--- config.mk ---
export PLATFORM = sky130hd
export DESIGN_NAME = ulms_status
export DESIGN_NICKNAME = d
export VERILOG_FILES = /design/src/core/ulms_in_sync.v /design/src/core/ulms_status.v
export VERILOG_INCLUDE_DIRS = /design/src /design/src/core
export SDC_FILE = /design/constraint.sdc
export NUM_CORES = 1
export LEC_CHECK = 0
export BUFFER_PORTS_ARGS = -buffer_cell sky130_fd_sc_hd__buf_2
export CORE_AREA = 2 2 151 124
export DETAILED_ROUTE_END_ITERATION = 7
export DIE_AREA = 0 0 153 126
export PLACE_DENSITY = 0.88
export SLEW_MARGIN = 5
export SYNTH_ARGS = -nofsm -noshare
export SYNTH_HDL_FRONTEND = slang
export SYNTH_SLANG_ARGS = --single-unit
--- constraint.sdc ---
create_clock -name pclk -period 5.17 [get_ports pclk]
set_input_delay 0.7755 -clock pclk [delete_from_list [all_inputs] [get_ports pclk]]
set_output_delay 0.7755 -clock pclk [all_outputs]
set_load 0.02 [all_outputs]
--- src/core/ulms_map.vh ---
// Register map, field positions and reset values for the line and modem
// status block. Assumes an APB slave with 32-bit data, one word a register.
`ifndef ULMS_MAP_VH
`define ULMS_MAP_VH

// ==========================================================================
// Register byte offsets
`define ULMS_OFF_LINE_STATUS 8'h00
`define ULMS_OFF_MODEM_STATUS 8'h04
`define ULMS_OFF_SCRATCH 8'h08
`define ULMS_OFF_MODEM_CONTROL 8'h0C
`define ULMS_OFF_RX_DATA 8'h10

// ==========================================================================
// Line status fields
`define ULMS_LS_READY 0
`define ULMS_LS_OVERRUN 1
`define ULMS_LS_PARITY 2
`define ULMS_LS_FRAMING 3
`define ULMS_LS_BREAK 4
`define ULMS_LS_THR_EMPTY 5
`define ULMS_LS_TX_EMPTY 6
`define ULMS_LS_FIFO_ERR 7

// ==========================================================================
// Modem control fields
`define ULMS_MC_DTR 0
`define ULMS_MC_RTS 1
`define ULMS_MC_OUT1 2
`define ULMS_MC_OUT2 3
`define ULMS_MC_LOOP 4

// ==========================================================================
// Sizes and reset values
`define ULMS_FIFO_DEPTH 16
`define ULMS_PTR_W 4
`define ULMS_CNT_W 5
`define ULMS_BYTE_ZERO 8'h00
`define ULMS_WORD_ZERO 32'h00000000
`define ULMS_CNT_ZERO 5'h00
`define ULMS_PTR_ZERO 4'h0
`define ULMS_PTR_ONE 4'h1
`define ULMS_CNT_ONE 5'h01
`define ULMS_CNT_FULL 5'h10
`define ULMS_NIB_ZERO 4'h0
`define ULMS_SYNC_IDLE 4'hF
`define ULMS_MC_ZERO 5'h00
`define ULMS_ENTRY_ZERO 11'h000

`endif

--- src/core/ulms_in_sync.v ---
// Three-stage synchroniser with agreement filter for the four modem inputs.
// Assumes asynchronous inputs and a single pclk domain.
`timescale 1ns/10ps
`include "ulms_map.vh"

module ulms_in_sync (
  input wire pclk,
  input wire presetn,
  input wire [3:0] async_in,
  output reg [3:0] sync_out
);

  reg [3:0] s1_q;
  reg [3:0] s2_q;
  reg [3:0] s3_q;

  // ========================================================================
  // Stage chain
  // The first stage feeds only the second; a change counts once the
  // second and third stages agree, so a metastable sample is never used.
  always @(posedge pclk or negedge presetn) begin
    if (!presetn) begin
      s1_q <= `ULMS_SYNC_IDLE;
      s2_q <= `ULMS_SYNC_IDLE;
      s3_q <= `ULMS_SYNC_IDLE;
      sync_out <= `ULMS_SYNC_IDLE;
    end else begin
      s1_q <= async_in;
      s2_q <= s1_q;
      s3_q <= s2_q;
      sync_out <= (s2_q & s3_q) | (sync_out & (s2_q ^ s3_q));
    end
  end

endmodule

--- src/core/ulms_status.v ---
// Line status, modem status, scratch and modem control registers of one
// UART channel with a 16-deep receive holding FIFO, reached over APB.
// Assumes the receiver delivers one-cycle character strobes with error bits
// and that the modem inputs are asynchronous and active low.
//
// Register access over APB and the address map are this design's own decisions.
`timescale 1ns/10ps
`include "ulms_map.vh"

module ulms_status (
  input wire pclk,
  input wire presetn,
  input wire psel,
  input wire penable,
  input wire pwrite,
  input wire [7:0] paddr,
  input wire [31:0] pwdata,
  output reg [31:0] prdata,
  output wire pready,
  output wire pslverr,
  input wire fifo_mode,
  input wire rx_char_valid,
  input wire [7:0] rx_char,
  input wire rx_parity_bad,
  input wire rx_framing_bad,
  input wire rx_break,
  input wire tx_holding_empty,
  input wire tx_all_empty,
  input wire cts_n,
  input wire dsr_n,
  input wire ri_n,
  input wire cd_n,
  output wire modem_irq,
  output wire rts_n,
  output wire dtr_n,
  output wire user_output_one_n,
  output wire user_output_two_n,
  output wire rx_ready
);

  // ========================================================================
  // Declarations
  reg [7:0] scratch_q;
  reg [4:0] modem_control_q;
  reg [3:0] delta_q;
  reg [3:0] modem_prev_q;
  reg prev_valid_q;
  reg overrun_q;
  reg parity_q;
  reg framing_q;
  reg break_q;
  reg fifo_err_q;
  reg [10:0] mem_q [0:`ULMS_FIFO_DEPTH-1];
  reg [`ULMS_PTR_W-1:0] wr_ptr_q;
  reg [`ULMS_PTR_W-1:0] rd_ptr_q;
  reg [`ULMS_CNT_W-1:0] count_q;
  wire [3:0] modem_sync;
  wire [3:0] modem_live;
  wire [3:0] modem_now;
  wire [3:0] delta_hit;
  wire wr_access;
  wire rd_access;
  wire fifo_full;
  wire fifo_empty;
  wire push;
  wire pop;
  wire [10:0] head;
  wire ls_read;
  wire ms_read;
  wire [7:0] line_status;
  wire [7:0] modem_status;
  wire [7:0] ls_clear;
  integer i;

  // Decodes an offset to true when the access hits the given register.
  function hit;
    input [7:0] addr;
    input [7:0] off;
    begin
      hit = (addr == off);
    end
  endfunction

  // ========================================================================
  // APB slave: zero wait states; unmapped addresses read zero, no error.
  assign pready = 1'b1;
  assign pslverr = 1'b0;
  assign wr_access = psel & penable & pwrite;
  assign rd_access = psel & penable & ~pwrite;
  assign ls_read = rd_access & hit(paddr, `ULMS_OFF_LINE_STATUS);
  assign ms_read = rd_access & hit(paddr, `ULMS_OFF_MODEM_STATUS);
  // A read clears only the flags it reported, so an event that lands
  // between the setup and access edges is kept for the next read.
  assign ls_clear = {8{ls_read}} & prdata[7:0];

  // ========================================================================
  // Modem input synchronisation; bit order CTS, DSR, RI, CD as active high.
  ulms_in_sync u_sync (
    .pclk(pclk),
    .presetn(presetn),
    .async_in({cd_n, ri_n, dsr_n, cts_n}),
    .sync_out(modem_sync)
  );

  assign modem_live = ~modem_sync;
  // Loop-back feeds the control bits back in place of the pins.
  assign modem_now = modem_control_q[`ULMS_MC_LOOP] ?
    {modem_control_q[`ULMS_MC_OUT2], modem_control_q[`ULMS_MC_OUT1],
     modem_control_q[`ULMS_MC_DTR], modem_control_q[`ULMS_MC_RTS]} :
    modem_live;

  // Order of delta bits: 0 CTS, 1 DSR, 2 RI, 3 CD.
  // The first sample after reset only seeds the history with the idle value,
  // so a CTS, DSR or CD input held active through reset still raises a change once synchronised.
  assign delta_hit[0] = prev_valid_q & (modem_now[0] ^ modem_prev_q[0]);
  assign delta_hit[1] = prev_valid_q & (modem_now[1] ^ modem_prev_q[1]);
  assign delta_hit[3] = prev_valid_q & (modem_now[3] ^ modem_prev_q[3]);
  // The ring pin going from 0 to 1 shows as its inverted status falling.
  assign delta_hit[2] = prev_valid_q & ~modem_now[2] & modem_prev_q[2];

  always @(posedge pclk or negedge presetn) begin
    if (!presetn) begin
      delta_q <= `ULMS_NIB_ZERO;
      modem_prev_q <= `ULMS_NIB_ZERO;
      prev_valid_q <= 1'b0;
    end else begin
      modem_prev_q <= modem_now;
      prev_valid_q <= 1'b1;
      // A change seen in the read cycle, or one the read did not
      // report, survives the clear.
      delta_q <= (delta_q & ~(ms_read ? prdata[3:0] : `ULMS_NIB_ZERO)) |
                 delta_hit;
    end
  end

  assign modem_irq = |delta_q;
  assign modem_status = {modem_now[3], modem_now[2], modem_now[1],
                         modem_now[0], delta_q};

  // ========================================================================
  // Modem control outputs; pins are inactive high while looping back.
  assign dtr_n = modem_control_q[`ULMS_MC_LOOP] |
                 ~modem_control_q[`ULMS_MC_DTR];
  assign rts_n = modem_control_q[`ULMS_MC_LOOP] |
                 ~modem_control_q[`ULMS_MC_RTS];
  assign user_output_one_n = modem_control_q[`ULMS_MC_LOOP] |
                             ~modem_control_q[`ULMS_MC_OUT1];
  assign user_output_two_n = modem_control_q[`ULMS_MC_LOOP] |
                             ~modem_control_q[`ULMS_MC_OUT2];

  // ========================================================================
  // Receive holding FIFO: entry holds {break, framing, parity, data}.
  // In non-FIFO mode the depth is one, acting as a holding register.
  assign fifo_full = fifo_mode ? (count_q == `ULMS_CNT_FULL) :
                     (count_q != `ULMS_CNT_ZERO);
  assign fifo_empty = (count_q == `ULMS_CNT_ZERO);
  assign push = rx_char_valid & ~fifo_full;
  assign pop = rd_access & hit(paddr, `ULMS_OFF_RX_DATA) & ~fifo_empty;
  assign head = mem_q[rd_ptr_q];
  assign rx_ready = ~fifo_empty;

  always @(posedge pclk or negedge presetn) begin
    if (!presetn) begin
      wr_ptr_q <= `ULMS_PTR_ZERO;
      rd_ptr_q <= `ULMS_PTR_ZERO;
      count_q <= `ULMS_CNT_ZERO;
      for (i = 0; i < `ULMS_FIFO_DEPTH; i = i + 1) begin
        mem_q[i] <= `ULMS_ENTRY_ZERO;
      end
    end else begin
      if (push) begin
        mem_q[wr_ptr_q] <= {rx_break, rx_framing_bad, rx_parity_bad,
                            rx_char};
        wr_ptr_q <= wr_ptr_q + `ULMS_PTR_ONE;
      end
      if (pop) begin
        rd_ptr_q <= rd_ptr_q + `ULMS_PTR_ONE;
      end
      if (push & ~pop) begin
        count_q <= count_q + `ULMS_CNT_ONE;
      end else if (pop & ~push) begin
        count_q <= count_q - `ULMS_CNT_ONE;
      end
    end
  end

  // ========================================================================
  // Error flags. Framing and break are set while a flagged character sits at the head, and parity
  // too except in a FIFO-mode pop cycle; reading line status clears them, new events win.
  always @(posedge pclk or negedge presetn) begin
    if (!presetn) begin
      overrun_q <= 1'b0;
      parity_q <= 1'b0;
      framing_q <= 1'b0;
      break_q <= 1'b0;
      fifo_err_q <= 1'b0;
    end else begin
      overrun_q <= (overrun_q & ~ls_clear[`ULMS_LS_OVERRUN]) |
                   (rx_char_valid & fifo_full);
      parity_q <= (parity_q & ~ls_clear[`ULMS_LS_PARITY]) |
                  (~fifo_empty & head[8] &
                  (~fifo_mode | ~pop));
      framing_q <= (framing_q & ~ls_clear[`ULMS_LS_FRAMING]) |
                   (~fifo_empty & head[9]);
      break_q <= (break_q & ~ls_clear[`ULMS_LS_BREAK]) |
                 (~fifo_empty & head[10]);
      fifo_err_q <= (fifo_err_q & ~ls_clear[`ULMS_LS_FIFO_ERR]) |
                    (fifo_mode & push &
                     (rx_parity_bad | rx_framing_bad | rx_break));
    end
  end

  // Transmit-empty bits come from the transmitter, which resets them high.
  assign line_status = {fifo_err_q, tx_all_empty, tx_holding_empty,
                        break_q, framing_q, parity_q, overrun_q,
                        ~fifo_empty};

  // ========================================================================
  // Writes. Scratch has no effect on any other function.
  always @(posedge pclk or negedge presetn) begin
    if (!presetn) begin
      scratch_q <= `ULMS_BYTE_ZERO;
      modem_control_q <= `ULMS_MC_ZERO;
    end else if (wr_access) begin
      if (hit(paddr, `ULMS_OFF_SCRATCH)) begin
        scratch_q <= pwdata[7:0];
      end
      if (hit(paddr, `ULMS_OFF_MODEM_CONTROL)) begin
        modem_control_q <= pwdata[4:0];
      end
    end
  end

  // ========================================================================
  // Read data registered in the setup cycle, visible in the access cycle.
  always @(posedge pclk or negedge presetn) begin
    if (!presetn) begin
      prdata <= `ULMS_WORD_ZERO;
    end else if (psel & ~penable & ~pwrite) begin
      case (paddr)
        `ULMS_OFF_LINE_STATUS: prdata <= {24'h000000, line_status};
        `ULMS_OFF_MODEM_STATUS: prdata <= {24'h000000, modem_status};
        `ULMS_OFF_SCRATCH: prdata <= {24'h000000, scratch_q};
        `ULMS_OFF_MODEM_CONTROL: prdata <= {27'h0000000, modem_control_q};
        `ULMS_OFF_RX_DATA: prdata <= {24'h000000, head[7:0]};
        default: prdata <= `ULMS_WORD_ZERO;
      endcase
    end
  end

endmodule

==> flow_metrics.py, run 1 <==
metrics = {
    "outcome": {
        "status": "finished clean",
    },
    "logic_synthesis": {
        "syn-mean-instance-area_um2": 14.39,
        "ys_types": 52,
        "synthesis.instances": 779,
        "synthArstFlopShare": 1.000,
        "synth_area_um2": 11210,
        "synth_area_leaders": "dfrtp_1 (50%), mux2_2 (19%), mux4_2 (8.8%)",
        "netlist.area_leader.share": 0.5002,
        "synth_largest_area_cell": "dfrtp_1",
        "ys_seq_area_frac": 0.5377,
        "synth-seq-cells": 240,
        "synth.top_cells.by_count": "dfrtp_1 (224), mux2_2 (192), mux4_2 (44), nand2_1 (42), buf_4 (26)",
        "ys.flop_type": "dfrtp_1",
        "ys_warn_count": 0,
        "synth_most_common_cell": "dfrtp_1",
        "synth_edf_count": 0,
    },
    "clock_network": {
        "cts.sinks": 240,
        "clk_pin_slew_ns": 0.06,
        "cts_hold_buf": 0,
        "root_buffer": "clkbuf_16",
        "cts_resized": 0,
        "cts_buffers": 23,
        "cts_tree": "yes",
        "clockBufferDepth": 3,
        "h-tree-depth": 1,
        "cts_setup_buffers": 0,
        "clk_latency_ns": 0.51,
    },
    "power_and_ir_drop": {
        "swShare": 0.2746,
        "p_leak_nw": 5.464,
        "power.internal_mw": 4.218,
        "power_frac_seq": 0.487,
        "total_power_mw": 5.814,
        "p_comb_frac": 0.230,
        "pwr-share-clk": 0.283,
        "ir_drop_v": 0.0003399,
        "power_density_nw_per_um2": 478.2,
        "p_switching_mw": 1.596,
    },
    "setup_path": {
        "reg2reg_setup_slack_ns": 1.87,
        "cpLargestDelayFamily": "simple AND/OR/NAND/NOR gates",
        "critPathMaxFanout": 7,
        "critPathKind": "reg -> reg",
        "worstPathArrival_ns": 3.69,
        "cpMostUsedCell": "xnor2_1",
        "slowest_delay_ns": 0.61,
        "crit_chain": "or4_4 -> mux2i_4 -> nor2b_1 -> ha_1 -> inv_1 -> fa_1 -> a21o_1 -> a21oi_1 -> xnor2_1 -> nor2_1 -> xnor2_1",
        "start_kind": "flip-flop",
        "slowest_stage": "or4_4",
        "crit_required_ns": 5.56,
        "cp-end-kind": "flip-flop",
        "path_buf_inv": 1,
    },
    "global_routing": {
        "grt_pass1_wl_mm": 39.95,
        "grt_max_degree": 133,
        "track_usage": 0.2691,
        "grt_pass1_vias": 6907,
        "overflow": 0,
        "antenna_found_initial": 0,
    },
    "timing": {
        "fmax_ghz": 0.3027,
        "setup_viol": 0,
        "slew_headroom": 0.3094,
        "rsz0062_at_grt": "false",
        "worst_slew_pin_slew_ns": 1.036,
        "finalMaxSlewViolations": 0,
        "hold-worst-slack_ns": 0.3405,
        "final_hold_viol_count": 0,
        "finalCriticalPeriod_ns": 3.304,
        "period_share": 0.6390,
        "fin_skew_ns": 0.009283,
        "fin_tns_setup_ns": 0,
    },
    "die": {
        "start_util": 0.6302,
        "die_w_um": 153,
        "rows": 44,
        "die_area_um2": 19280,
        "core_area_um2": 17780,
        "fp.dieH_um": 126,
        "pin_count": 104,
    },
    "routing": {
        "drtIter0Drc": 652,
        "routed_via_density": 6.314,
        "num_vias": 6680,
        "drcViolationCount": 0,
        "wirelength_mm": 25.28,
        "ant_nets": 0,
        "dr.pass1.iters": 7,
        "wl_per_cell_um": 23.90,
    },
    "final_layout": {
        "finalInstanceArea_um2": 12160,
        "instances_no_fill": 1058,
        "n_antenna_cell": 0,
        "syn_to_final_growth_pct": 8.496,
        "final_layout_size_suffix_gt1_frac": 0.4287,
        "nets": 889,
    },
    "worst_hold_path": {
        "hold_path.class": "in -> async",
    },
    "place": {
        "gp_congestion": 0.8844,
        "placed_cell_area_um2": 11430,
        "io_buffers": 53,
        "dpl.cell_count": 1016,
        "hpwl_mm": 15.45,
    },
    "run": {
        "cap_violations": 0,
    },
}
cells in the final DEF (no fill, tap or decap), types with 16 or more instances in the layout:
cell	netlist	layout
nand2_1	42	42
mux4_2	44	44
dfrtp_1	224	223
dfstp_2	16	16
clkbuf_16	0	23
buf_2	9	52
mux2i_1	17	17
conb_1	2	27
nor2_1	16	16
mux2_2	192	192
routing by layer:
layer | up-vias | wire length (µm) | share of wire | track usage
met5 | - | 0 | 0 | 0
met1 | 3491 | 10710 | 0.42 | 0.3945
met4 | 0 | 654 | 0.026 | 0.07571
li1 | 2850 | - | - | -
met2 | 288 | 11980 | 0.47 | 0.4181
met3 | 51 | 1933 | 0.076 | 0.05437
final cells by class:
cell class              instances  area (µm²)
fillers                      1152        5623
multi-input cells             479        4757
clock buffers                  35       660.6
well taps                     230       287.8
flip-flops and latches        240        6027
clock inverters                 7       67.56
repair buffers                 58       325.3
inverters                       9       33.78
final timing paths:
path / from / endpoint / depth (start not counted)
max in group asynchronous: presetn / mem_q[88] / 2
min reg2reg: u_sync.s1_q[2] / u_sync.s2_q[2] / 0
min: presetn / mem_q[174] / 1
max: count_q[0] / count_q[4] / 11
max reg2reg: count_q[0] / count_q[4] / 11
min in group pclk: u_sync.s1_q[2] / u_sync.s2_q[2] / 0
logic make-up after synthesis:
| logic type | Yosys count | synth area share |
|---|---|---|
| multiplexers | 255 | 0.2995 |
| AND/OR/NAND/NOR | 117 | 0.05437 |
| flip-flops | 240 | 0.5377 |
| other | 2 | 0.0006701 |
| buffers and inverters | 85 | 0.04622 |
| AO/OA/AOI/OAI | 52 | 0.03428 |
| adder cells (fa/ha/maj) | 14 | 0.01630 |
| XOR/XNOR | 14 | 0.01094 |
worst reg2reg max path: cells and delay by family, from the launching register on:
| family | cells | cell delay [ns] |
|---|---|---|
| muxes | 1 | 0.23 |
| buffers and inverters | 1 | 0.11 |
| and+or+nand+nor | 3 | 1.13 |
| DFF | 1 | 0.44 |
| xor gates and xnor gates | 2 | 0.26 |
| adders and majority gates | 2 | 0.68 |
| AOI/OAI and AO/OA | 2 | 0.33 |
registers in the layout (all words and copies together) (netlist names), 5 cells and up:
| name | count |
|---|---|
| modem_control_q | 5 |
| prdata | 8 |
| scratch_q | 8 |
| count_q | 5 |
| mem_q | 176 |
metrics by stage:
stage          setup WS, ns    util
2_1_floorplan         2.205       -
3_3_place_gp          1.947  0.6428
3_5_place_dp          1.863  0.6428
4_1_cts               1.848  0.6838
5_1_grt               1.654  0.6838
6_report              1.866  0.6838
power by group through the flow:
| stage | Clock [mW] | Sequential, mW | Combinational, mW |
|---|---|---|---|
| 2_1_floorplan | 0 | 2.72 | 1.09 |
| 3_3_place_gp | 0 | 2.80 | 1.25 |
| 3_5_place_dp | 0 | 2.84 | 1.32 |
| 4_1_cts | 1.66 | 2.82 | 1.34 |
| 5_1_grt | 1.74 | 2.90 | 1.45 |
| 6_report | 1.65 | 2.83 | 1.34 |
No activity file was read; power rests on OpenSTA's default activity.
==> inputs of run 2 (changes only) <==
- CORE_AREA: 2 2 151 124 -> 2 2 156 128
- DIE_AREA: 0 0 153 126 -> 0 0 158 130
- PLACE_DENSITY: 0.88 -> 0.84
- clock period: 5.17 -> 3.21 ns (I/O delays scaled with it)
==> run 2 against run 1 <==
  * The run now ends with hold timing left
  * Power rose by 65%
  * Worst setup slack got worse by 1.6 ns
  * Routed wire length fell by 0.40%
  * Register-to-register slack got worse by 1.6 ns
  * Critical path depth rose by 1
  * Sequential power rose by 60%
  * Critical path type unchanged
  * Critical endpoint unchanged
  * Largest cell class unchanged
  * Highest routed layer unchanged
==> flow_metrics.py, run 2 (synthesized netlist as in run 1, its figures left out) <==
metrics = {
    "timing": {
        "setup_viol": 0,
        "fin_tns_setup_ns": 0,
        "rsz0062_at_grt": "false",
        "finalCriticalPeriod_ns": 2.967,
        "finalMaxSlewViolations": 0,
        "fin_skew_ns": 0.01883,
        "slew_headroom": 0.4788,
        "fmax_ghz": 0.3370,
        "hold-worst-slack_ns": -0.02653,
        "period_share": 0.9243,
        "setup_slack_ns": 0.2430,
        "final_hold_viol_count": 8,
        "worst_slew_pin_slew_ns": 0.7819,
    },
    "final_layout": {
        "final_common_cell": "dfrtp_1",
        "n_fill_cell": 1341,
        "top_register": "mem_q",
        "syn_to_final_growth_pct": 11.15,
        "largest_reg_flops": 176,
        "nets": 909,
        "reg.largest.list": "mem_q x176, prdata x8, scratch_q x8",
        "final_layout_size_suffix_gt1_frac": 0.4476,
        "mostFrequentLayoutCells": "dfrtp_1 (223), mux2_2 (192), buf_2 (52)",
        "finish.utilization": 0.6480,
    },
    "setup_path": {
        "critPathMaxFanout": 5,
        "start_kind": "flip-flop",
        "crit_chain": "or4_4 -> nor2_1 -> inv_1 -> nand3_1 -> ha_1 -> inv_1 -> fa_1 -> a21o_1 -> a21oi_1 -> xnor2_1 -> nor2_1 -> xnor2_1",
        "r2r_end": "count_q[4]",
        "worstPathArrival_ns": 3.36,
        "crit_required_ns": 3.61,
        "slowest_delay_ns": 0.60,
        "path_buf_inv": 2,
        "slowest_stage": "or4_4",
        "reg2regPathDepth": 12,
        "reg2reg_setup_slack_ns": 0.24,
        "cp-end-kind": "flip-flop",
        "cpLargestDelayFamily": "simple AND/OR/NAND/NOR gates",
        "critPathKind": "reg -> reg",
        "r2r_start": "count_q[0]",
    },
    "clock_network": {
        "clk_pin_slew_ns": 0.06,
        "cts_tree": "yes",
        "cts_buffers": 24,
        "cts_setup_buffers": 0,
        "clockBufferDepth": 3,
        "cts_hold_buf": 0,
        "cts_resized": 0,
        "cts.sinks": 240,
        "root_buffer": "clkbuf_16",
        "h-tree-depth": 1,
        "clk_latency_ns": 0.53,
    },
    "place": {
        "io_buffers": 53,
        "pre_cts_ws_ns": 0.2691,
        "gp_congestion": 0.8626,
        "hpwl_mm": 16.01,
    },
    "routing": {
        "drtIter0Drc": 517,
        "routed_via_density": 6.025,
        "wirelength_mm": 25.18,
        "ant_nets": 0,
        "num_vias": 6712,
        "wl_per_cell_um": 22.60,
        "dr.pass1.iters": 5,
        "drcViolationCount": 0,
    },
    "die": {
        "pin_count": 104,
        "die_w_um": 158,
        "die_area_um2": 20540,
        "fp.dieH_um": 130,
        "core_area_um2": 19220,
        "start_util": 0.5830,
        "rows": 46,
    },
    "outcome": {
        "violations": "hold timing",
        "status": "finished, violations left",
    },
    "power_and_ir_drop": {
        "power_density_nw_per_um2": 768.4,
        "total_power_mw": 9.572,
        "ir_drop_v": 0.0005892,
        "p_leak_nw": 5.611,
    },
    "global_routing": {
        "grt_pass1_vias": 6768,
        "track_usage": 0.2541,
        "grt_pass1_wl_mm": 39.16,
        "overflow": 0,
        "antenna_found_initial": 1,
        "grt_max_degree": 99,
    },
    "run": {
        "cap_violations": 0,
    },
    "worst_hold_path": {
        "hold_path.class": "in -> async",
    },
}
==> run 2: cell types whose count changed in the layout (fill, tap and decap cells not counted), sizes merged <==
cell and delta:
buf +19, diode +1, clkinv +2, clkbuf +2, inv -2
==> run 2: worst max-delay path by stage <==
| stage | from | to | slack (ns) | cells past startpoint |
|---|---|---|---|---|
| 2_1_floorplan | count_q[0] | count_q[4] | 0.24 | 12 |
| 3_3_place_gp | count_q[0] | count_q[4] | 0.30 | 12 |
| 3_5_place_dp | count_q[0] | count_q[4] | 0.27 | 12 |
| 4_1_cts | count_q[0] | count_q[4] | 0.25 | 12 |
| 5_1_grt | count_q[0] | count_q[4] | 0.01 | 11 |
| 6_report | count_q[0] | count_q[4] | 0.24 | 12 |
==> run 2: power breakdown <==
| part | switching [mW] | total, mW | internal (mW) |
|---|---|---|---|
| Combinational | 0.869 | 2.16 | 1.30 |
| Clock | 1.17 | 2.87 | 1.70 |
| Sequential | 0.528 | 4.54 | 4.01 |
==> run 2: metal layers <==
| layer | part of all wire | up-vias | track usage |
|---|---|---|---|
| met2 | 0.47 | 253 | 0.3918 |
| met4 | 0.028 | 0 | 0.07790 |
| met5 | 0 | - | 0 |
| met3 | 0.072 | 51 | 0.05546 |
| met1 | 0.43 | 3508 | 0.3680 |
| li1 | - | 2900 | - |
==> run 2: cell type report <==
class | count | area, µm² | area share
Antenna cell | 1 | 2.502 | 0.0002009
Clock buffer | 37 | 750.7 | 0.06027
Clock inverter | 7 | 75.07 | 0.006027
Inverter | 9 | 33.78 | 0.002712
Multi-Input combinational cell | 479 | 4757 | 0.3819
Sequential cell | 240 | 6027 | 0.4838
Tap cell | 264 | 330.3 | 0.02652
Timing Repair Buffer | 77 | 480.5 | 0.03857
==> run 2: metrics by stage <==
step | area (µm²) | std cells
2_1_floorplan | 11300 | 804
3_3_place_gp | 11630 | 1069
3_5_place_dp | 11630 | 1069
4_1_cts | 12450 | 1113
5_1_grt | 12460 | 1114
6_report | 12460 | 1114
==> inputs of run 3 (changes only) <==
- CORE_AREA: 2 2 156 128 -> 2 2 157 128
- DIE_AREA: 0 0 158 130 -> 0 0 159 130
- SYNTH_HIERARCHICAL: not set -> 1
==> run 3 against run 2 <==
  * The run now ends clean
  * Final cell count grew 1.6%
  * Final area grew 0.32%
  * First-iteration DRC count shrank 5.4%
  * Die area grew 0.63%
  * Critical path depth shrank 1
  * Sequential cell count is the same
  * Combinational power grew 3%
  * Clock skew shrank 0.0055 ns
  * Worst setup slack gained 0.0036 ns
  * Critical path type unchanged
  * Critical endpoint unchanged
==> flow_metrics.py, run 3 <==
metrics = {
    "routing": {
        "drtIter0Drc": 489,
        "dr.pass1.iters": 5,
        "drcViolationCount": 0,
        "routed_via_density": 6.048,
        "ant_nets": 0,
        "wl_per_cell_um": 21.67,
        "num_vias": 6846,
        "wirelength_mm": 24.53,
    },
    "power_and_ir_drop": {
        "ir_drop_v": 0.0005512,
        "power_density_nw_per_um2": 751.0,
        "p_leak_nw": 5.673,
    },
    "global_routing": {
        "track_usage": 0.2442,
        "grt_pass1_vias": 7023,
        "overflow": 0,
        "antenna_found_initial": 0,
        "grt_max_degree": 84,
        "grt_pass1_wl_mm": 39.07,
    },
    "worst_hold_path": {
        "holdPathStages": 1,
        "hold_path.class": "in -> reg",
    },
    "place": {
        "hpwl_mm": 15.89,
        "gp_congestion": 0.8904,
        "io_buffers": 53,
    },
    "die": {
        "die_area_um2": 20670,
        "start_util": 0.5838,
        "die_w_um": 159,
        "pin_count": 104,
        "core_area_um2": 19340,
        "fp.dieH_um": 130,
        "rows": 46,
    },
    "setup_path": {
        "start_kind": "flip-flop",
        "critPathMaxFanout": 5,
        "critPathKind": "reg -> reg",
        "worstPathArrival_ns": 3.40,
        "crit_required_ns": 3.65,
        "cp-end-kind": "flip-flop",
        "reg2regPathDepth": 11,
    },
    "timing": {
        "rsz0062_at_grt": "false",
        "fin_tns_setup_ns": 0,
        "fin_skew_ns": 0.01332,
        "finalMaxSlewViolations": 0,
        "period_share": 0.9232,
        "final_hold_viol_count": 0,
        "fmax_ghz": 0.3375,
        "setup_viol": 0,
        "worst_slew_pin_slew_ns": 0.9332,
        "slew_headroom": 0.3756,
        "finalCriticalPeriod_ns": 2.963,
    },
    "logic_synthesis": {
        "synth_xor_area_frac": 0.01009,
        "synthesis.instances": 798,
        "synthArstFlopShare": 1.000,
        "synth.top_cells.by_count": "dfrtp_1 (224), mux2_2 (192), buf_4 (45), mux4_2 (38), mux2i_1 (27)",
        "synth-seq-cells": 240,
        "muxShareOfSynthArea": 0.2923,
        "syn-mean-instance-area_um2": 14.15,
        "synthSimpleGateAreaFrac": 0.05475,
        "synth_area_leaders": "dfrtp_1 (50%), mux2_2 (19%), mux4_2 (7.6%)",
        "synth_compound_area_frac": 0.04411,
        "synth_largest_area_cell": "dfrtp_1",
        "synth_area_um2": 11290,
        "ys_warn_count": 6,
        "ys_types": 54,
        "synth_most_common_cell": "dfrtp_1",
        "synth_edf_count": 0,
        "synth_top_family_by_area": "multiplexers",
        "ys_seq_area_frac": 0.5337,
        "netlist.area_leader.share": 0.4965,
        "ys.flop_type": "dfrtp_1",
        "synth_fa_ha_area_frac": 0.01618,
    },
    "final_layout": {
        "n_antenna_cell": 0,
        "nets": 933,
        "register_area_um2": 6027,
        "syn_to_final_growth_pct": 10.70,
        "n_fill_cell": 1367,
        "multi_input_area_um2": 4822,
        "final_layout_size_suffix_gt1_frac": 0.4240,
        "finish.utilization": 0.6462,
        "top_register": "mem_q",
        "largest_reg_flops": 176,
        "mostFrequentLayoutCells": "dfrtp_1 (223), mux2_2 (192), buf_2 (52)",
        "reg.largest.list": "mem_q x176, prdata x8, scratch_q x8",
        "final_common_cell": "dfrtp_1",
    },
    "clock_network": {
        "clk_pin_slew_ns": 0.06,
        "clk_latency_ns": 0.52,
        "h-tree-depth": 1,
        "root_buffer": "clkbuf_16",
        "cts_tree": "yes",
        "cts_setup_buffers": 0,
        "cts.sinks": 240,
        "cts_buffers": 24,
        "clockBufferDepth": 3,
    },
    "outcome": {
        "status": "finished clean",
    },
    "run": {
        "cap_violations": 0,
    },
}
## run 3: layout make-up
type                       count  area share
timing repair buffer          85     0.04445
sequential                   240      0.4823
clock buffer                  35     0.05467
inverter                      16    0.004806
multi-input combinational    488      0.3859
tap                          264     0.02643
clock inverter                 4    0.001502
## run 3: worst paths after layout
check / startpoint / to / slack, ns
worst max-delay path: count_q[2] / count_q[4] / 0.25
worst min-delay path: cd_n / u_sync/s1_q[3] / 0.06
worst max register to register: count_q[2] / count_q[4] / 0.25
worst min register to register: u_sync/s1_q[3] / u_sync/s2_q[3] / 0.35
max in group asynchronous: presetn / u_sync/sync_out[2] / 1.82
min in group asynchronous: presetn / count_q[2] / 0.55
## run 3: cell families after synthesis
kind of cell	count (synthesis)
AO/OA/AOI/OAI	69
XOR/XNOR	13
adder cells (fa/ha/maj)	14
buffers and inverters	95
flip-flops	240
multiplexers	258
other	2
AND/OR/NAND/NOR	107
## run 3: routing by layer
layer / track usage / routed length [µm] / up-vias / share of wire
met3: 0.04736 / 1487 / 51 / 0.061
met5: 0 / 0 / - / 0
met4: 0.06738 / 638 / 0 / 0.026
li1: - / - / 2977 / -
met1: 0.3445 / 11010 / 3614 / 0.45
met2: 0.3964 / 11390 / 204 / 0.46
## run 3: repair_timing
item | 4_1_cts | 5_1_grt
endpoints found under the setup margin | 0 | 1
resized for setup | 0 | 1
hold buffers | 1 | 0
hold endpoints to repair | 76 | 0
## run 3: critical path, stage by stage, from the launching register on
cell and delay (ns):
dfrtp_1 0.43, nor4_4 0.38, mux2i_1 0.28, nand2_1 0.15, inv_1 0.09, ha_1 0.16
inv_1 0.11, fa_1 0.43, a21o_1 0.18, a21oi_1 0.26, mux2i_1 0.28, xnor2_1 0.14
## run 3: power breakdown
group	switching (mW)	total (mW)	internal, mW
combinational	0.902	2.23	1.33
sequential	0.548	4.60	4.05
clock	1.10	2.56	1.46
total	2.55	9.38	6.83
## run 3: metrics by stage
stage               cell area, µm²  std cells  worst slack, ns  hold slack (ns)  power [mW]
floorplan                    11380        823           0.4684           0.1859       6.230
global placement             11780       1092           0.2598           0.3459       6.657
detailed placement           11780       1092           0.1482           0.3473       6.836
CTS                          12490       1132           0.1289          0.05409       9.415
global route                 12500       1132          0.03111          0.05123       9.868
finish                       12500       1132           0.2466          0.06231       9.385
